$ cat config.mk
export PLATFORM = sky130hd
export DESIGN_NAME = sdc_channel_regs
export DESIGN_NICKNAME = d
export VERILOG_FILES = /design/src/hw/sdc_pkg.sv /design/src/hw/sdc_chan_if.sv /design/src/hw/sdc_sample_gate.sv /design/src/hw/sdc_channel_regs.sv
export SDC_FILE = /design/constraint.sdc
export NUM_CORES = 1
export LEC_CHECK = 0
export ABC_AREA = 0
export BUFFER_PORTS_ARGS = -buffer_cell sky130_fd_sc_hd__buf_2
export CORE_ASPECT_RATIO = 1.75
export CORE_MARGIN = 2
export CORE_UTILIZATION = 35
export DETAILED_ROUTE_END_ITERATION = 8
export MAX_ROUTING_LAYER = met4
export PLACE_DENSITY = 0.68
export SYNTH_ARGS = -nofsm -noshare
export SYNTH_HDL_FRONTEND = slang
export SYNTH_SLANG_ARGS = --single-unit
$ cat constraint.sdc
create_clock -name ref_clk_i -period 1.9 [get_ports ref_clk_i]
set_input_delay 0.285 -clock ref_clk_i [delete_from_list [all_inputs] [get_ports ref_clk_i]]
set_output_delay 0.285 -clock ref_clk_i [all_outputs]
set_load 0.01 [all_outputs]
$ cat src/hw/sdc_pkg.sv
/*
 Constants for the converter channel register block: map, fields, resets.
 Assumes a 16-bit register port with byte offsets and one 40 MHz clock.
*/
package sdc_pkg;
   // Sizes
   localparam int N_CH = 3;
   localparam int AW = 8;
   localparam int DW = 16;
   localparam int FW = 32;
   localparam int CH_SHIFT = 4;
   // Register offsets inside a channel block, and the shared enable register
   localparam logic [3:0] OFS_CTRL = 4'h0;
   localparam logic [3:0] OFS_INCTL = 4'h4;
   localparam logic [3:0] OFS_RESULT = 4'h8;
   localparam logic [3:0] OFS_PRELOAD = 4'hC;
   localparam logic [AW-1:0] OFS_AE = 8'h40;
   // Channel control fields
   localparam int CTRL_GRP = 0;
   localparam int CTRL_START = 1;
   localparam int CTRL_FLAG = 2;
   localparam int CTRL_LOW = 6;
   // Input control fields
   localparam int DLY_LSB = 6;
   localparam int GAIN_LSB = 3;
   localparam int PAIR_LSB = 0;
   // Reset values
   localparam logic [7:0] RST_INCTL = 8'h00;
   localparam logic [7:0] RST_PRELOAD = 8'h00;
   localparam logic [7:0] RST_AE = 8'h00;
   // Highest legal gain code (x32) and the input pairs this variant has
   localparam logic [2:0] GAIN_MAX = 3'h5;
   localparam logic [7:0] PAIR_AVAIL = 8'hFF;
   // Samples skipped before the first result with delay code 00
   localparam logic [1:0] SKIP_MAX = 2'h3;
endpackage

$ cat src/hw/sdc_chan_if.sv
/*
 Carrier between the register block and one channel's sample gate.
 Assumes both ends run on the same clock.
*/
`timescale 1ns/1ps
interface sdc_chan_if;
   import sdc_pkg::*;
   logic start; // Conversion start pulse
   logic [1:0] dly; // First result delay code
   logic sample; // Filter sample strobe, gated by run
   logic [FW-1:0] fdata; // Filter output
   logic capture; // New result captured
   logic [FW-1:0] result; // Held filter output
   modport ctl (output start, dly, sample, fdata, input capture, result);
   modport gate (input start, dly, sample, fdata, output capture, result);
endinterface

$ cat src/hw/sdc_sample_gate.sv
/*
 Per-channel sample gate: drops the first samples after a start, then
 captures each filter word. Assumes samples arrive only while running.
*/
`timescale 1ns/1ps
module sdc_sample_gate
   import sdc_pkg::*;
(
   input wire logic ref_clk_i, // 40 MHz clock
   input wire logic rst_n_i, // Sync reset, low
   sdc_chan_if.gate ch // Channel link
);
   logic [1:0] skip;
   logic next_capture;
   logic dec;

   // Capture once the skip count is used up; a start reloads it
   assign next_capture = ch.sample & ~ch.start & (skip == 2'h0);
   assign dec = ch.sample & ~ch.start & (skip != 2'h0);

   // Skip counter, capture strobe and result hold
   always_ff @(posedge ref_clk_i) begin
      if (!rst_n_i) begin
         skip <= 2'h0;
         ch.capture <= 1'b0;
         ch.result <= '0;
      end else begin
         ch.capture <= next_capture;
         if (ch.start) begin
            skip <= SKIP_MAX - ch.dly;
         end else if (dec) begin
            skip <= skip - 2'h1;
         end
         if (next_capture) begin
            ch.result <= ch.fdata;
         end
      end
   end
endmodule // sdc_sample_gate

$ cat src/hw/sdc_channel_regs.sv
/*
 Converter channel registers: control, input control, result window,
 filter preload and analog input enable, behind a plain register port.
 Assumes the filter supplies one sample strobe and word per channel on
 the same clock, and a master that never asserts both strobes at once.
*/
// Design decisions made here: the plain strobed port and the register addresses.
// Operation
// - New result sets the conversion ready flag
// - Reading the result clears the flag
// - Software writes the flag directly
// - Group bit links channel to next one
// - Group bit of last channel does nothing
// - Result shows upper or lower filter half
// - Only available input pairs are kept
`timescale 1ns/1ps
module sdc_channel_regs
   import sdc_pkg::*;
(
   input wire logic ref_clk_i, // 40 MHz clock
   input wire logic rst_n_i, // Sync reset, low
   input wire logic [AW-1:0] addr_i, // Register byte address
   input wire logic [DW-1:0] wdata_i, // Write data
   input wire logic wr_i, // Write strobe
   input wire logic rd_i, // Read strobe
   output logic [DW-1:0] rdata_o, // Read data, cycle after read
   input wire logic [N_CH-1:0] sample_i, // Filter sample strobes
   input wire logic [N_CH-1:0][FW-1:0] filt_data_i, // Filter outputs
   output logic [N_CH-1:0] conv_start_o, // Start pulse per channel
   output logic [N_CH-1:0] conv_run_o, // Start bit per channel
   output logic [N_CH-1:0] group_link_o, // Channel linked upward
   output logic [N_CH-1:0] ready_flag_o, // Conversion ready flag
   output logic [N_CH-1:0][2:0] gain_sel_o, // Legal gain code
   output logic [N_CH-1:0][2:0] pair_sel_o, // Input pair code
   output logic [N_CH-1:0][7:0] filter_preload_o, // Filter seed value
   output logic [7:0] analog_pin_enable_o // Analog pin enables
);
   logic [N_CH-1:0] ch_hit;
   logic [N_CH-1:0] ctrl_wr;
   logic [N_CH-1:0] inctl_wr;
   logic [N_CH-1:0] pre_wr;
   logic [N_CH-1:0] res_rd;
   logic [N_CH-1:0] own_start;
   logic [N_CH-1:0] own_stop;
   logic [N_CH-1:0] next_start;
   logic [N_CH-1:0] next_stop;
   logic [N_CH-1:0] capture;
   logic [N_CH-1:0] low_sel;
   logic [N_CH-1:0][7:0] inctl;
   logic [N_CH-1:0][FW-1:0] result;
   logic [N_CH-1:0][DW-1:0] ch_word;
   logic [DW-1:0] rd_word;
   logic ae_hit;
   logic reg_ctrl;
   logic reg_inctl;
   logic reg_res;
   logic reg_pre;
   logic start_wr;
   logic [2:0] wr_gain;
   logic [2:0] wr_pair;
   logic [2:0] next_gain;
   logic [2:0] next_pair;

   // Address decode: channel blocks by high nibble, register by low nibble
   assign reg_ctrl = addr_i[3:0] == OFS_CTRL;
   assign reg_inctl = addr_i[3:0] == OFS_INCTL;
   assign reg_res = addr_i[3:0] == OFS_RESULT;
   assign reg_pre = addr_i[3:0] == OFS_PRELOAD;
   assign ae_hit = addr_i == OFS_AE;
   assign start_wr = wdata_i[CTRL_START];

   // Write value cleaning for gain and input pair
   assign wr_gain = wdata_i[GAIN_LSB +: 3];
   assign wr_pair = wdata_i[PAIR_LSB +: 3];
   assign next_gain = (wr_gain > GAIN_MAX) ? 3'h0 : wr_gain;
   assign next_pair = PAIR_AVAIL[wr_pair] ? wr_pair : 3'h0;

   // Start and stop ripple upward through linked channels
   always_comb begin
      next_start = '0;
      next_stop = '0;
      for (int j = 0; j < N_CH; j++) begin
         next_start[j] = own_start[j];
         next_stop[j] = own_stop[j];
         if (j > 0) begin
            next_start[j] = own_start[j] | (group_link_o[j-1] & next_start[j-1]);
            next_stop[j] = own_stop[j] | (group_link_o[j-1] & next_stop[j-1]);
         end
      end
   end

   genvar g;
   generate
      for (g = 0; g < N_CH; g++) begin : g_ch
         sdc_chan_if cif ();

         // Per-channel strobes
         assign ch_hit[g] = addr_i[AW-1:CH_SHIFT] == (AW-CH_SHIFT)'(g);
         assign ctrl_wr[g] = wr_i & ch_hit[g] & reg_ctrl;
         assign inctl_wr[g] = wr_i & ch_hit[g] & reg_inctl;
         assign pre_wr[g] = wr_i & ch_hit[g] & reg_pre;
         assign res_rd[g] = rd_i & ch_hit[g] & reg_res;
         assign own_start[g] = ctrl_wr[g] & start_wr;
         assign own_stop[g] = ctrl_wr[g] & ~start_wr;

         // Link to the sample gate
         assign cif.start = conv_start_o[g];
         assign cif.dly = inctl[g][DLY_LSB +: 2];
         assign cif.sample = sample_i[g] & conv_run_o[g];
         assign cif.fdata = filt_data_i[g];
         assign capture[g] = cif.capture;
         assign result[g] = cif.result;

         sdc_sample_gate u_gate (
            .ref_clk_i(ref_clk_i),
            .rst_n_i(rst_n_i),
            .ch(cif.gate)
         );

         // Read word of this channel
         assign ch_word[g] = !ch_hit[g] ? '0 :
            reg_ctrl ? {9'h000, low_sel[g], 3'h0, ready_flag_o[g], conv_run_o[g], group_link_o[g]} :
            reg_inctl ? {8'h00, inctl[g]} :
            reg_res ? (low_sel[g] ? result[g][15:0] : result[g][FW-1:16]) :
            reg_pre ? {8'h00, filter_preload_o[g]} : '0;

         // Control bits: start, group, low half select
         always_ff @(posedge ref_clk_i) begin
            if (!rst_n_i) begin
               conv_run_o[g] <= 1'b0;
               conv_start_o[g] <= 1'b0;
               group_link_o[g] <= 1'b0;
               low_sel[g] <= 1'b0;
            end else begin
               conv_start_o[g] <= next_start[g];
               if (next_start[g]) begin
                  conv_run_o[g] <= 1'b1;
               end else if (next_stop[g]) begin
                  conv_run_o[g] <= 1'b0;
               end
               if (ctrl_wr[g]) begin
                  group_link_o[g] <= (g < N_CH - 1) ? wdata_i[CTRL_GRP] : 1'b0;
                  low_sel[g] <= wdata_i[CTRL_LOW];
               end
            end
         end

         // Ready flag: a new result beats both clears
         always_ff @(posedge ref_clk_i) begin
            if (!rst_n_i) begin
               ready_flag_o[g] <= 1'b0;
            end else if (capture[g]) begin
               ready_flag_o[g] <= 1'b1;
            end else if (ctrl_wr[g]) begin
               ready_flag_o[g] <= wdata_i[CTRL_FLAG];
            end else if (res_rd[g]) begin
               ready_flag_o[g] <= 1'b0;
            end
         end

         // Input control and preload registers
         always_ff @(posedge ref_clk_i) begin
            if (!rst_n_i) begin
               inctl[g] <= RST_INCTL;
               gain_sel_o[g] <= RST_INCTL[GAIN_LSB +: 3];
               pair_sel_o[g] <= RST_INCTL[PAIR_LSB +: 3];
               filter_preload_o[g] <= RST_PRELOAD;
            end else begin
               if (inctl_wr[g]) begin
                  inctl[g] <= {wdata_i[7:3], next_pair};
                  gain_sel_o[g] <= next_gain;
                  pair_sel_o[g] <= next_pair;
               end
               if (pre_wr[g]) begin
                  filter_preload_o[g] <= wdata_i[7:0];
               end
            end
         end
      end
   endgenerate

   // Merge the channel words and the enable register
   always_comb begin
      rd_word = ae_hit ? {8'h00, analog_pin_enable_o} : '0;
      for (int j = 0; j < N_CH; j++) begin
         rd_word = rd_word | ch_word[j];
      end
   end

   // Read data stands one cycle only; enable register write
   always_ff @(posedge ref_clk_i) begin
      if (!rst_n_i) begin
         rdata_o <= '0;
         analog_pin_enable_o <= RST_AE;
      end else begin
         rdata_o <= rd_i ? rd_word : '0;
         if (wr_i && ae_hit) begin
            analog_pin_enable_o <= wdata_i[7:0];
         end
      end
   end
endmodule // sdc_channel_regs

Word level (Yosys, flattened, before mapping)
Memories as Yosys holds them, arrays and structs flattened.
Cells that the tools add are included.
{ "classes": {"addsub": 6, "n_lt_le_gt_ge": 2, "eq_ne": 6, "mux": 43, "n_bitwise": 51, "n_reduce_logical": 19} }
{ "ops": {"columns": ["operator", "count"], "rows": [
  ["16-bit two-way mux", 15],
  ["1-bit bitwise AND", 40],
  ["8-bit two-way mux", 4],
  ["16-bit bitwise OR", 2],
  ["2-bit nonzero test", 9],
  ["1-bit two-way mux", 16],
  ["8-bit by 16-bit bitwise OR with 16-bit output", 1],
  ["2-bit two-way mux", 6],
  ["3-bit nonzero test", 3],
  ["4-bit equality test (second input constant)", 2],
  ["8-bit by 7-bit equality test with 1-bit output (second input constant)", 1],
  ["4-bit logical NOT", 2],
  ["2-bit logical NOT", 3],
  ["3-bit two-way mux", 2],
  ["2-bit by 1-bit subtractor with 2-bit output (second input constant)", 3],
  ["2-bit subtractor (first input constant)", 3],
  ["4-bit by 1-bit equality test with 1-bit output (second input constant)", 1],
  ["4-bit by 2-bit equality test with 1-bit output (second input constant)", 1],
  ["4-bit by 3-bit equality test with 1-bit output (second input constant)", 1],
  ["3-bit by 4-bit less-than comparator with 1-bit output (second input constant)", 1],
  ["1-bit NOT", 4],
  ["1-bit bitwise OR", 4],
  ["3-bit > comparator (second input constant)", 1],
  ["2-bit AND reduction", 1],
  ["1-bit logical AND", 1]
]} }
{ "totals": {"ff_bits": 209, "romBits": 8, "in_bits": 127, "output_inout_bits": 78, "elab_cells": 165, "n_memories": 1} }
{ "memory_table": {"columns": ["memory", "words", "width", "rd", "rd_clocked_by_memory_dff", "wr", "line_no", "rtl"], "rows": [
  ["(name not given)", 8, 1, 1, 0, 0, "sdc_channel_regs.sv:76", "assign next_pair = PAIR_AVAIL[wr_pair] ? wr_pair : 3'h0;"]
]} }

Longest topological paths before layout
Gate-level depths: netlist of run 1.
{ "logic_depth": {"word_depth": 10, "depth_mapped": 7} }

Modules after synthesis
A second synthesis of run 1 with hierarchy kept.
{ "hier_totals": {"cells_unflattened": 1014, "area_unflattened_um2": 9072.5} }
{ "by_module_without_submodules": {"columns": ["module", "n_inst", "cells_each", "area_each_um2"], "rows": [
  ["sdc_channel_regs", 1, 549, 4999.8],
  ["sdc_sample_gate", 3, 155, 1357.6]
]} }

Least setup slack after synthesis of run 1
No wires, ideal clock.
{ "synth_path": {"path_type": "input to register", "from": "input addr_i[4]", "to": "register filter_preload_o[16] (netlist bit)", "setup_time_ps": 128, "t_arrival_ps": 1651, "setup_slack_ps": 121, "cell_stages": 5, "n_path_buf": 1, "path_cell_list": "buf_2 nor4b_2 nand4_2 mux2i_1 nor2_1"} }
{ "synth_via": {"elab_chain_len": 3} }
{ "synth_lines": {"columns": ["element", "line_no", "rtl"], "rows": [
  ["start, declared", "sdc_channel_regs.sv:22", "input wire logic [AW-1:0] addr_i,"],
  ["4-bit by 2-bit equality test with 1-bit output", "sdc_channel_regs.sv:98", "assign ch_hit[g] = addr_i[AW-1:CH_SHIFT] == (AW-CH_SHIFT)'(g);"],
  ["1-bit bitwise AND (2 in series)", "sdc_channel_regs.sv:101", "assign pre_wr[g] = wr_i & ch_hit[g] & reg_pre;"],
  ["end signal, assigned by index", "sdc_channel_regs.sv:175", "filter_preload_o[g] <= wdata_i[7:0];"],
  ["end, declared", "sdc_channel_regs.sv:35", "output logic [N_CH-1:0][7:0] filter_preload_o,"]
]} }
No other way between the ends.
A chain may end at the register's enable or synchronous reset.

Worst setup path in the final report of run 1
{ "layout_path": {"from": "register low_sel[2]", "to": "register rdata_o[0]"} }
{ "layout_via": {"elab_chain_len": 6} }
{ "layout_lines": {"columns": ["element", "line_no", "rtl"], "rows": [
  ["start, declared", "sdc_channel_regs.sv:48", "logic [N_CH-1:0] low_sel;"],
  ["start signal, assigned by index", "sdc_channel_regs.sv:143", "low_sel[g] <= wdata_i[CTRL_LOW];"],
  ["16-bit two-way mux (2 in series)", "sdc_channel_regs.sv:124", "reg_res ? (low_sel[g] ? result[g][15:0] : result[g][FW-1:16]) :"],
  ["16-bit two-way mux", "sdc_channel_regs.sv:123", "reg_inctl ? {8'h00, inctl[g]} :"],
  ["16-bit two-way mux", "sdc_channel_regs.sv:122", "reg_ctrl ? {9'h000, low_sel[g], 3'h0, ready_flag_o[g], conv_run_o[g], group_link_o[g]} :"],
  ["16-bit two-way mux", "sdc_channel_regs.sv:121", "assign ch_word[g] = !ch_hit[g] ? '0 :"],
  ["16-bit bitwise OR", "sdc_channel_regs.sv:186", "rd_word = rd_word | ch_word[j];"],
  ["end signal, assigned", "sdc_channel_regs.sv:196", "rdata_o <= rd_i ? rd_word : '0;"],
  ["end, declared", "sdc_channel_regs.sv:26", "output logic [DW-1:0] rdata_o,"]
]} }
No other way between the ends.

==> out/results.tsv, run 1 <==
stage	metric	value	unit
drt	wl_met2	14.8	mm
sta	setup_tns	0	ns
layout	layout_commonest_cell	nand2_1	
drt	drt-total-wl	27.9	mm
cts	cts.clk_slew.worst_paths	0.07	ns
sta	slew_headroom	64.0	%
yosys	synth_compound_gate_area_share	13.1	%
drt	dr_total_vias	7654	
layout	area_delta_synth_final	23.1	%
cts	post_cts_resized	0	
global_routing	grt_overflow	0	
yosys	synth_seq_cells	200	
cts	post_cts_buffers	0	
global_routing	grt_pass1_vias	7366	
cts	root_buffer	clkbuf_16	
power_and_ir_drop	power_frac_clock	43.8	%
sta	slew_violations	0	
sta	period_needed	1.72	ns
yosys	synth_xor_area_share	0.303	%
drt	drt_iter0_markers	593	
worst_hold_path	hp-class	in -> reg	
worst_setup_path	crit-reg2reg-launch	low_sel[2]$_SDFFE_PN0P_	
cts	insertion_delay	0.45	ns
drt	top_layer_used	met4	
placement	hpwl	21.3	mm
sta	fin_worst_skew	0.00816	ns
drt	routedWlPerCell	18.6	um
worst_setup_path	startpoint	low_sel[2]$_SDFFE_PN0P_	
global_routing	grt_max_degree	56	
cts	numCtsBuffers	17	
layout	nets	1306	
power_and_ir_drop	netSwitchingFraction	24.2	%
worst_setup_path	critPathKind	reg -> reg	
drt	postRouteAntennaNets	0	
power_and_ir_drop	comb_power_share	5.4	%
worst_setup_path	reg2reg_slack	0.18	ns
cts	htree_levels	4	
worst_setup_path	crit-reg2reg-capture	rdata_o[0]$_SDFF_PN0_	
power_and_ir_drop	ir_drop	0.000643	V
die	rows	76	
die	die_w	123	um
power_and_ir_drop	p_per_area	771	nW/um2
cts	clk_path_buf_depth	2	
placement	gp_congestion	0.942	
die	die_h	212	um
power_and_ir_drop	p_int	0.00625	W
worst_setup_path	crit_chain	buf_4 > mux2i_1 > o22ai_1 > a22oi_1 > o221ai_1	
global_routing	antenna_found_initial	1	
power_and_ir_drop	power_frac_seq	50.8	%
layout	final_area	10700	um2
global_routing	grt_pass1_wl	41.4	mm
worst_setup_path	worst-path-max-fanout	6	
worst_setup_path	path_depth	5	
layout	mostFrequentLayoutCells	nand2_1 (203), dfxtp_1 (200), buf_2 (195)	
sta	grt_setup_unrepaired	false	
placement	dp_slack	0.000646	ns
layout	stdcell_count	1502	
worst_setup_path	critPathBufInv	1	
drt	route.met3.wl	1.31	mm
worst_hold_path	worstHoldStart	filt_data_i[16]	
yosys	yosys.area_share.simple	19.1	%
yosys	synthFlopType	dfxtp_1	
yosys	yosysSeqAreaShare	46.1	%
layout	fillerInstances	2495	
power_and_ir_drop	p_leak	4.59	nW
worst_setup_path	endpoint_kind	flop	
worst_setup_path	cp_slowest_cell	dfxtp_1	
yosys	synth_top_family_by_area	simple AND/OR/NAND/NOR gates	
worst_setup_path	arrival	2.03	ns
worst_setup_path	rr_worst_depth	5	
yosys	async_flop_share	0	%
drt	drc	0	
yosys	synthCells	1001	
cts	holdBufCountCts	0	
cts	clock_sinks	200	
yosys	synth_edf_count	0	
die	io_pins	205	
placement	placed_cells	1469	
yosys	syn-num-nets	1131	
sta	hold_violations	0	
die	die_area	26100	um2
sta	fmax	581	MHz
sta	fin_ws	0.179	ns
placement	place_area	10100	um2
status	status	finished clean	
die	initial_utilization	35.4	%
sta	setup_viol_count_final	0	
cts	cts_tree	yes	
worst_setup_path	cpLargestDelayFamily	flip-flops	
flow_run	cap_violations	0	
power_and_ir_drop	p_switching	0.00199	W
drt	drtPass1Iterations	5	
global_routing	grt_usage	21.9	%
worst_setup_path	endpoint	rdata_o[0]$_SDFF_PN0_	
worst_setup_path	critPathMaxStageDelay	0.51	ns
sta	fin_crit_sh	90.6	%
die	core_area	24500	um2
drt	wl_met1	10.7	mm
drt	viasPerCell	5.10	
yosys	synth_area	8680	um2
worst_setup_path	cp-start-kind	flop	
worst_setup_path	required	2.21	ns
yosys	yosys_warnings	0	
placement	port_buffers	195	
yosys	synth_mux_area_share	15.6	%
yosys	synth_fa_ha_area_share	0.432	%
sta	tightestPinTransition	0.525	ns
yosys	synth.avg_cell_area	8.68	um2
layout	layout-drive-gt1-share	26.0	%
yosys	synth.distinct_cells	61	
stage by stage:
stage	utilization (%)	total power (W)	hold WS, ns
after floorplan	-	0.00449	0.421
after global placement	41.2	0.00473	0.438
after detailed placement	41.2	0.00473	0.446
after CTS	43.6	0.00832	0.0528
after global routing	43.6	0.00853	0.0597
final	43.6	0.00825	0.0709
synthesized netlist by cell type, drive strengths merged (2+ instances only):
master / number / area, um2
o21ai: 4 / 20.0
nor4b: 4 / 41.3
nand4b: 3 / 26.3
o2111ai: 2 / 17.5
a211o: 3 / 26.3
and2: 2 / 12.5
nor2: 94 / 353
inv: 8 / 30.0
nor3: 2 / 15.0
mux2i: 122 / 1220
a22oi: 4 / 30.0
a31oi: 6 / 37.5
and4b: 3 / 30.0
buf: 32 / 206
or4: 2 / 18.8
nand2: 203 / 762
o22ai: 22 / 138
or3: 3 / 23.8
clkbuf: 60 / 225
and3b: 3 / 26.3
mux2: 12 / 135
ha: 3 / 37.5
nand3b: 2 / 15.0
nand4: 4 / 43.8
nor3b: 2 / 20.0
nand2b: 4 / 25.0
nor2b: 17 / 106
a221o: 4 / 40.0
nand3: 10 / 50.1
xnor2: 3 / 26.3
or2: 3 / 18.8
or4b: 4 / 40.0
o31ai: 3 / 22.5
o221ai: 2 / 17.5
a21oi: 115 / 576
a32oi: 3 / 26.3
a211oi: 4 / 30.0
o211ai: 12 / 90.1
a41oi: 3 / 26.3
dfxtp: 200 / 4000
cells by family (layout without fill, tap and decap cells):
| group | after synthesis | in the layout |
|---|---|---|
| adder cells (fa/ha/maj) | 3 | 3 |
| AO/OA/AOI/OAI | 192 | 192 |
| flip-flops | 200 | 200 |
| other | 1 | 2 |
| AND/OR/NAND/NOR | 368 | 368 |
| buffers and inverters | 100 | 288 |
| multiplexers | 134 | 134 |
| XOR/XNOR | 3 | 3 |
worst min-delay path by stage:
stage	end	slack [ns]	cells after the start
after floorplan	g_ch[0].u_gate.ch.result[10]$_SDFFE_PN0P_	0.42	2
after global placement	g_ch[0].u_gate.ch.result[2]$_SDFFE_PN0P_	0.44	2
after detailed placement	g_ch[2].u_gate.ch.result[31]$_SDFFE_PN0P_	0.45	2
after CTS	g_ch[2].u_gate.ch.result[0]$_SDFFE_PN0P_	0.05	3
after global routing	g_ch[0].u_gate.ch.result[23]$_SDFFE_PN0P_	0.06	3
final	g_ch[0].u_gate.ch.result[16]$_SDFFE_PN0P_	0.07	3
registers in the layout (all words and copies together) (netlist names), 6 cells and up:
name	cells
analog_pin_enable_o	8
inctl	12
filter_preload_o	24
g_ch.cif.dly	6
rdata_o	16
gain_sel_o	9
g_ch.u_gate.ch.result	96
pair_sel_o	6
g_ch.u_gate.skip	6
metal layers:
layer	vias to the layer above	track usage [%]
met5	-	-
met4	0	9.64
met3	54	5.04
met2	199	38.5
met1	3613	23.0
li1	3788	-
power by group through the flow:
| stage | sequential, W | combinational [W] | clock (W) |
|---|---|---|---|
| after global placement | 0.00429 | 0.000439 | 0 |
| after global routing | 0.00419 | 0.000472 | 0.00386 |
| after CTS | 0.00419 | 0.000441 | 0.00368 |
| after detailed placement | 0.00429 | 0.000440 | 0 |
| final | 0.00419 | 0.000444 | 0.00361 |
| after floorplan | 0.00429 | 0.000202 | 0 |
worst reg2reg max path: cells and delay by family (launching register included):
| kind | cells | cell delay, ns |
|---|---|---|
| AOI/OAI and AO/OA | 3 | 0.46 |
| muxes | 1 | 0.40 |
| buffers and inverters | 1 | 0.21 |
| DFF | 1 | 0.51 |
final cells by class:
cell class              count  area [um2]  share of cell area (%)
clock inverters            13         139                    1.30
clock buffers              19         443                    4.14
diodes                      1        2.50                  0.0234
repair buffers            248        1460                    13.7
inverters                   8        32.5                   0.304
multi-input cells         701        4220                    39.5
flip-flops and latches    200        4000                    37.4
well taps                 312         390                    3.65
(Power assumes the default switching activity.)
==> run 2, diff against run 1 <==
--- a/config.mk
+++ b/config.mk
@@ -10,6 +10,7 @@
 export CORE_ASPECT_RATIO = 1.75
 export CORE_MARGIN = 2
 export CORE_UTILIZATION = 35
+export CTS_BUF_LIST = sky130_fd_sc_hd__clkbuf_16
 export DETAILED_ROUTE_END_ITERATION = 8
 export MAX_ROUTING_LAYER = met4
 export PLACE_DENSITY = 0.68
==> run 2 against run 1 <==
Net effect: design area hardly changed; non-clock buffer count did not move; clock power down 1%; critical endpoint unchanged; global-route usage about the same; clock skew is 0.00079 ns lower; die area stayed put; utilization barely moved; hold slack gained 0.00063 ns; critical path type unchanged; fmax is 0.29% lower; critical path depth unchanged; total power shrank 0.66%; flip-flop and latch count unchanged.
==> out/results.tsv, run 2 (same netlist as run 1, synthesis figures left out) <==
stage	metric	value	unit
status	status	finished clean	
flow_run	cap_violations	0	
power_and_ir_drop	ir_drop	0.000640	V
layout	fin_util	43.5	%
layout	mostFrequentLayoutCells	nand2_1 (203), dfxtp_1 (200), buf_2 (195)	
sta	hold_violations	0	
cts	htree_levels	4	
cts	root_buffer	clkbuf_16	
power_and_ir_drop	p_leak	4.59	nW
drt	drt-total-wl	27.9	mm
global_routing	grt_pass1_vias	7366	
worst_hold_path	hp-class	in -> reg	
sta	fin_ws	0.174	ns
die	initial_utilization	35.4	%
drt	drt_iter0_markers	577	
sta	setup_viol_count_final	0	
die	rows	76	
cts	cts.clk_slew.worst_paths	0.08	ns
sta	tightestPinTransition	0.526	ns
sta	whs	0.0715	ns
drt	routedWlPerCell	18.6	um
placement	port_buffers	195	
layout	largest_reg_flops	96	
layout	layout-drive-gt1-share	25.9	%
die	die_area	26100	um2
layout	stdcell_count	1502	
global_routing	antenna_found_initial	1	
drt	drtPass1Iterations	5	
layout	area_delta_synth_final	23.0	%
cts	numCtsBuffers	17	
die	die_h	212	um
sta	fin_worst_skew	0.00737	ns
power_and_ir_drop	p_per_area	767	nW/um2
global_routing	grt_overflow	0	
sta	fin_crit_sh	90.9	%
worst_setup_path	arrival	2.03	ns
layout	layout_commonest_cell	nand2_1	
placement	dp_slack	0.000646	ns
layout	nets	1306	
drt	dr_total_vias	7680	
cts	clock_sinks	200	
worst_setup_path	worst-path-max-fanout	6	
worst_setup_path	reg2reg_slack	0.17	ns
cts	post_cts_resized	0	
layout	top_regs	g_ch.u_gate.ch.result: 96 flops, filter_preload_o: 24 flops, rdata_o: 16 flops	
placement	gp_congestion	0.942	
sta	slew_violations	0	
cts	cts_tree	yes	
worst_setup_path	required	2.21	ns
cts	clk_path_buf_depth	2	
global_routing	grt_usage	21.9	%
cts	holdBufCountCts	0	
die	core_area	24500	um2
die	io_pins	205	
sta	fmax	579	MHz
placement	placed_cells	1469	
layout	top_register	g_ch.u_gate.ch.result	
drt	viasPerCell	5.11	
drt	postRouteAntennaNets	0	
cts	post_cts_buffers	0	
global_routing	grt_max_degree	56	
global_routing	grt_pass1_wl	41.4	mm
worst_setup_path	critPathKind	reg -> reg	
sta	grt_setup_unrepaired	false	
placement	hpwl	21.3	mm
worst_setup_path	endpoint_kind	flop	
sta	setup_tns	0	ns
worst_setup_path	cp-start-kind	flop	
sta	period_needed	1.73	ns
cts	insertion_delay	0.45	ns
die	die_w	123	um
drt	drc	0	
sta	slew_headroom	63.9	%
==> run 2: changes by cell type in the layout (fill, tap and decap cells not counted) <==
cell | previous run | this run
clkbuf_1 | 1 | 0
clkbuf_8 | 1 | 0
clkinv_1 | 0 | 1
inv_1 | 7 | 8
==> run 2: path summary, 6_finish.rpt <==
kind                                                                start                                         to  depth (start not counted)
worst max register to register                    low_sel[2]$_SDFFE_PN0P_                      rdata_o[0]$_SDFF_PN0_                          5
worst max-delay path                              low_sel[2]$_SDFFE_PN0P_                      rdata_o[0]$_SDFF_PN0_                          5
worst min register to register  g_ch[1].u_gate.ch.result[31]$_SDFFE_PN0P_  g_ch[1].u_gate.ch.result[31]$_SDFFE_PN0P_                          2
worst min-delay path                                      filt_data_i[61]  g_ch[1].u_gate.ch.result[29]$_SDFFE_PN0P_                          3
==> run 2: report_power, final <==
group	internal (W)	switching, W
Sequential	0.00419	0.00000299
Clock	0.00184	0.00172
Combinational	0.000178	0.000265
Total	0.00621	0.00198
==> run 2: layout make-up <==
| class | instances | area (um2) |
|---|---|---|
| Multi-Input combinational cell | 701 | 4220 |
| Clock buffer | 17 | 425 |
| Tap cell | 312 | 390 |
| Inverter | 8 | 32.5 |
| Sequential cell | 200 | 4000 |
| Timing Repair Buffer | 248 | 1460 |
| Fill cell | 2496 | 13900 |
| Antenna cell | 1 | 2.50 |
| Clock inverter | 15 | 146 |
==> run 2: worst max-delay path: stages (launching register included) <==
cell	delay, ns
dfxtp_1	0.51
buf_4	0.21
mux2i_1	0.41
o22ai_1	0.14
a22oi_1	0.18
o221ai_1	0.14
==> run 2: routing by layer <==
layer	GRT usage, %	share of wire [%]	vias up
met3	5.07	4.8	55
met4	10.1	4.4	0
met2	38.2	53	206
met1	23.0	38	3629
met5	-	0	-
li1	-	-	3790
==> run 2: per-stage QoR <==
step,area (um2),power [W]
3_5_place_dp,10100,0.00473
4_1_cts,10700,0.00827
6_report,10700,0.00819
5_1_grt,10700,0.00848
3_3_place_gp,10100,0.00473
2_1_floorplan,8680,0.00449
==> run 3, diff against run 2 <==
--- a/config.mk
+++ b/config.mk
@@ -16,4 +16,5 @@
 export PLACE_DENSITY = 0.68
 export SYNTH_ARGS = -nofsm -noshare
 export SYNTH_HDL_FRONTEND = slang
+export SYNTH_HIERARCHICAL = 1
 export SYNTH_SLANG_ARGS = --single-unit
==> run 3 against run 2 <==
Net effect: flip-flop and latch count unchanged; via count increased by 0.52%; critical endpoint is now rdata_o[7]$_SDFF_PN0_; largest cell class unchanged; non-clock buffer count increased by 3; count of clock-buffer cells in the layout unchanged.
==> out/results.tsv, run 3 <==
stage	metric	value	unit
status	status	finished clean	
sta	slew_violations	0	
yosys	synth_common_cells	nand2_1 (221), dfxtp_1 (200), mux2i_1 (116)	
sta	setup_tns	0	ns
worst_setup_path	critPathKind	reg -> reg	
placement	placed_cells	1493	
drt	postRouteAntennaNets	0	
global_routing	grt_pass1_wl	42.0	mm
cts	insertion_delay	0.45	ns
yosys	yosysSeqAreaShare	44.1	%
die	core_area	25700	um2
global_routing	grt_pass1_vias	7455	
yosys	syn-num-nets	1144	
drt	routedWlPerCell	17.8	um
die	rows	78	
yosys	synth.avg_cell_area	8.95	um2
cts	numCtsBuffers	17	
yosys	yosys-top-cells-area	dfxtp_1 (44%), mux2i_1 (13%), nand2_1 (9.1%), a21boi_1 (7.2%), nor2_1 (3.2%)	
sta	grt_setup_unrepaired	false	
cts	cts_tree	yes	
worst_hold_path	hp-class	in -> reg	
cts	root_buffer	clkbuf_16	
global_routing	grt_overflow	0	
layout	area_delta_synth_final	20.9	%
layout	layout-drive-gt1-share	25.3	%
sta	whs	0.0674	ns
cts	htree_levels	4	
yosys	synth.distinct_cells	55	
layout	layout_commonest_cell	nand2_1	
yosys	synth_edf_count	0	
worst_setup_path	endpoint_kind	flop	
die	die_area	27300	um2
worst_setup_path	arrival	2.01	ns
drt	drt-total-wl	27.2	mm
yosys	yosysTopAreaCell	dfxtp_1	
placement	place_area	10400	um2
yosys	yosysTopAreaCellShare	44.1	%
power_and_ir_drop	p_per_area	746	nW/um2
die	die_w	126	um
cts	clk_path_buf_depth	2	
layout	stdcell_count	1528	
die	initial_utilization	35.3	%
yosys	synthCells	1014	
yosys	synthFlopType	dfxtp_1	
yosys	synth_seq_cells	200	
sta	tightestPinTransition	0.583	ns
yosys	synth_most_common_cell	nand2_1	
power_and_ir_drop	ir_drop	0.000647	V
global_routing	grt_max_degree	77	
drt	drt_iter0_markers	453	
layout	largest_reg_flops	96	
global_routing	antenna_found_initial	3	
placement	gp_congestion	0.929	
layout	top_regs	g_ch.u_gate/ch.result: 96 flops, filter_preload_o: 24 flops, rdata_o: 16 flops	
yosys	async_flop_share	0	%
cts	cts.clk_slew.worst_paths	0.07	ns
cts	post_cts_resized	0	
sta	fin_crit_sh	88.9	%
worst_setup_path	required	2.22	ns
yosys	synth_area	9070	um2
cts	clock_sinks	200	
worst_setup_path	worst-path-max-fanout	9	
drt	dr_total_vias	7720	
sta	setup_viol_count_final	0	
flow_run	cap_violations	0	
power_and_ir_drop	p_leak	4.69	nW
placement	port_buffers	195	
cts	post_cts_buffers	0	
layout	top_register	g_ch.u_gate/ch.result	
worst_setup_path	cp-start-kind	flop	
sta	slew_headroom	60.6	%
layout	final_area	11000	um2
sta	period_needed	1.69	ns
drt	drc	0	
sta	hold_violations	0	
layout	mostFrequentLayoutCells	nand2_1 (221), dfxtp_1 (200), buf_2 (195)	
yosys	yosys_warnings	6	
sta	fmax	592	MHz
die	io_pins	205	
die	die_h	217	um
sta	fin_worst_skew	0.00728	ns
drt	drtPass1Iterations	5	
cts	holdBufCountCts	0	
global_routing	grt_usage	20.6	%
placement	hpwl	20.7	mm
drt	viasPerCell	5.05	
layout	nets	1322	
## run 3: area by class of cell
class | instances | area [um2]
fillers | 2600 | 14700
multi-input cells | 712 | 4490
flip-flops and latches | 200 | 4000
repair buffers | 251 | 1460
clock buffers | 17 | 425
well taps | 320 | 400
clock inverters | 15 | 141
inverters | 10 | 37.5
diodes | 3 | 7.51
## run 3: per-layer routing
metal / vias to the layer above / part of all wire [%] / track usage [%]
met5: - / 0 / -
met4: 0 / 4.0 / 9.96
met3: 50 / 5.8 / 4.50
met2: 241 / 50 / 34.1
met1: 3608 / 40 / 23.4
li1: 3821 / - / -
## run 3: per-stage QoR
step	util (%)	power [W]	setup slack [ns]
floorplan	-	0.00451	0.179
global placement	40.5	0.00475	0.0922
global route	42.7	0.00847	0.0991
CTS	42.7	0.00828	0.217
finish	42.7	0.00818	0.210
detailed placement	40.5	0.00475	0.0616
## run 3: worst paths after layout
| path | startpoint | endpoint | slack (ns) | depth (start not counted) |
|---|---|---|---|---|
| max | low_sel[0]$_SDFFE_PN0N_ | rdata_o[7]$_SDFF_PN0_ | 0.21 | 5 |
| min | filt_data_i[52] | g_ch[1].u_gate/ch.result[20]$_SDFFE_PN0P_ | 0.07 | 3 |
| max reg2reg | low_sel[0]$_SDFFE_PN0N_ | rdata_o[7]$_SDFF_PN0_ | 0.21 | 5 |
| min reg2reg | g_ch[0].u_gate/ch.result[27]$_SDFFE_PN0P_ | g_ch[0].u_gate/ch.result[27]$_SDFFE_PN0P_ | 0.45 | 2 |
## run 3: cells by family after synthesis
logic type / share of synthesized area (%)
AND/OR/NAND/NOR: 19.2
flip-flops: 44.1
AO/OA/AOI/OAI: 15.7
multiplexers: 13.8
buffers and inverters: 6.43
adder cells (fa/ha/maj): 0.414
XOR/XNOR: 0.290
other: 0.0413
## run 3: worst max-delay path, cell delays in order, from the launching register on
cell and delay (ns):
dfxtp_1 0.69, buf_4 0.21, mux2i_1 0.28, o22ai_1 0.12, o211ai_1 0.13, a41oi_2 0.13
## run 3: power by group
| part | internal (W) | leakage (nW) | switching, W |
|---|---|---|---|
| sequential | 0.00419 | 1.61 | 0.00000270 |
| combinational | 0.000200 | 2.80 | 0.000256 |
| clock | 0.00183 | 0.282 | 0.00170 |
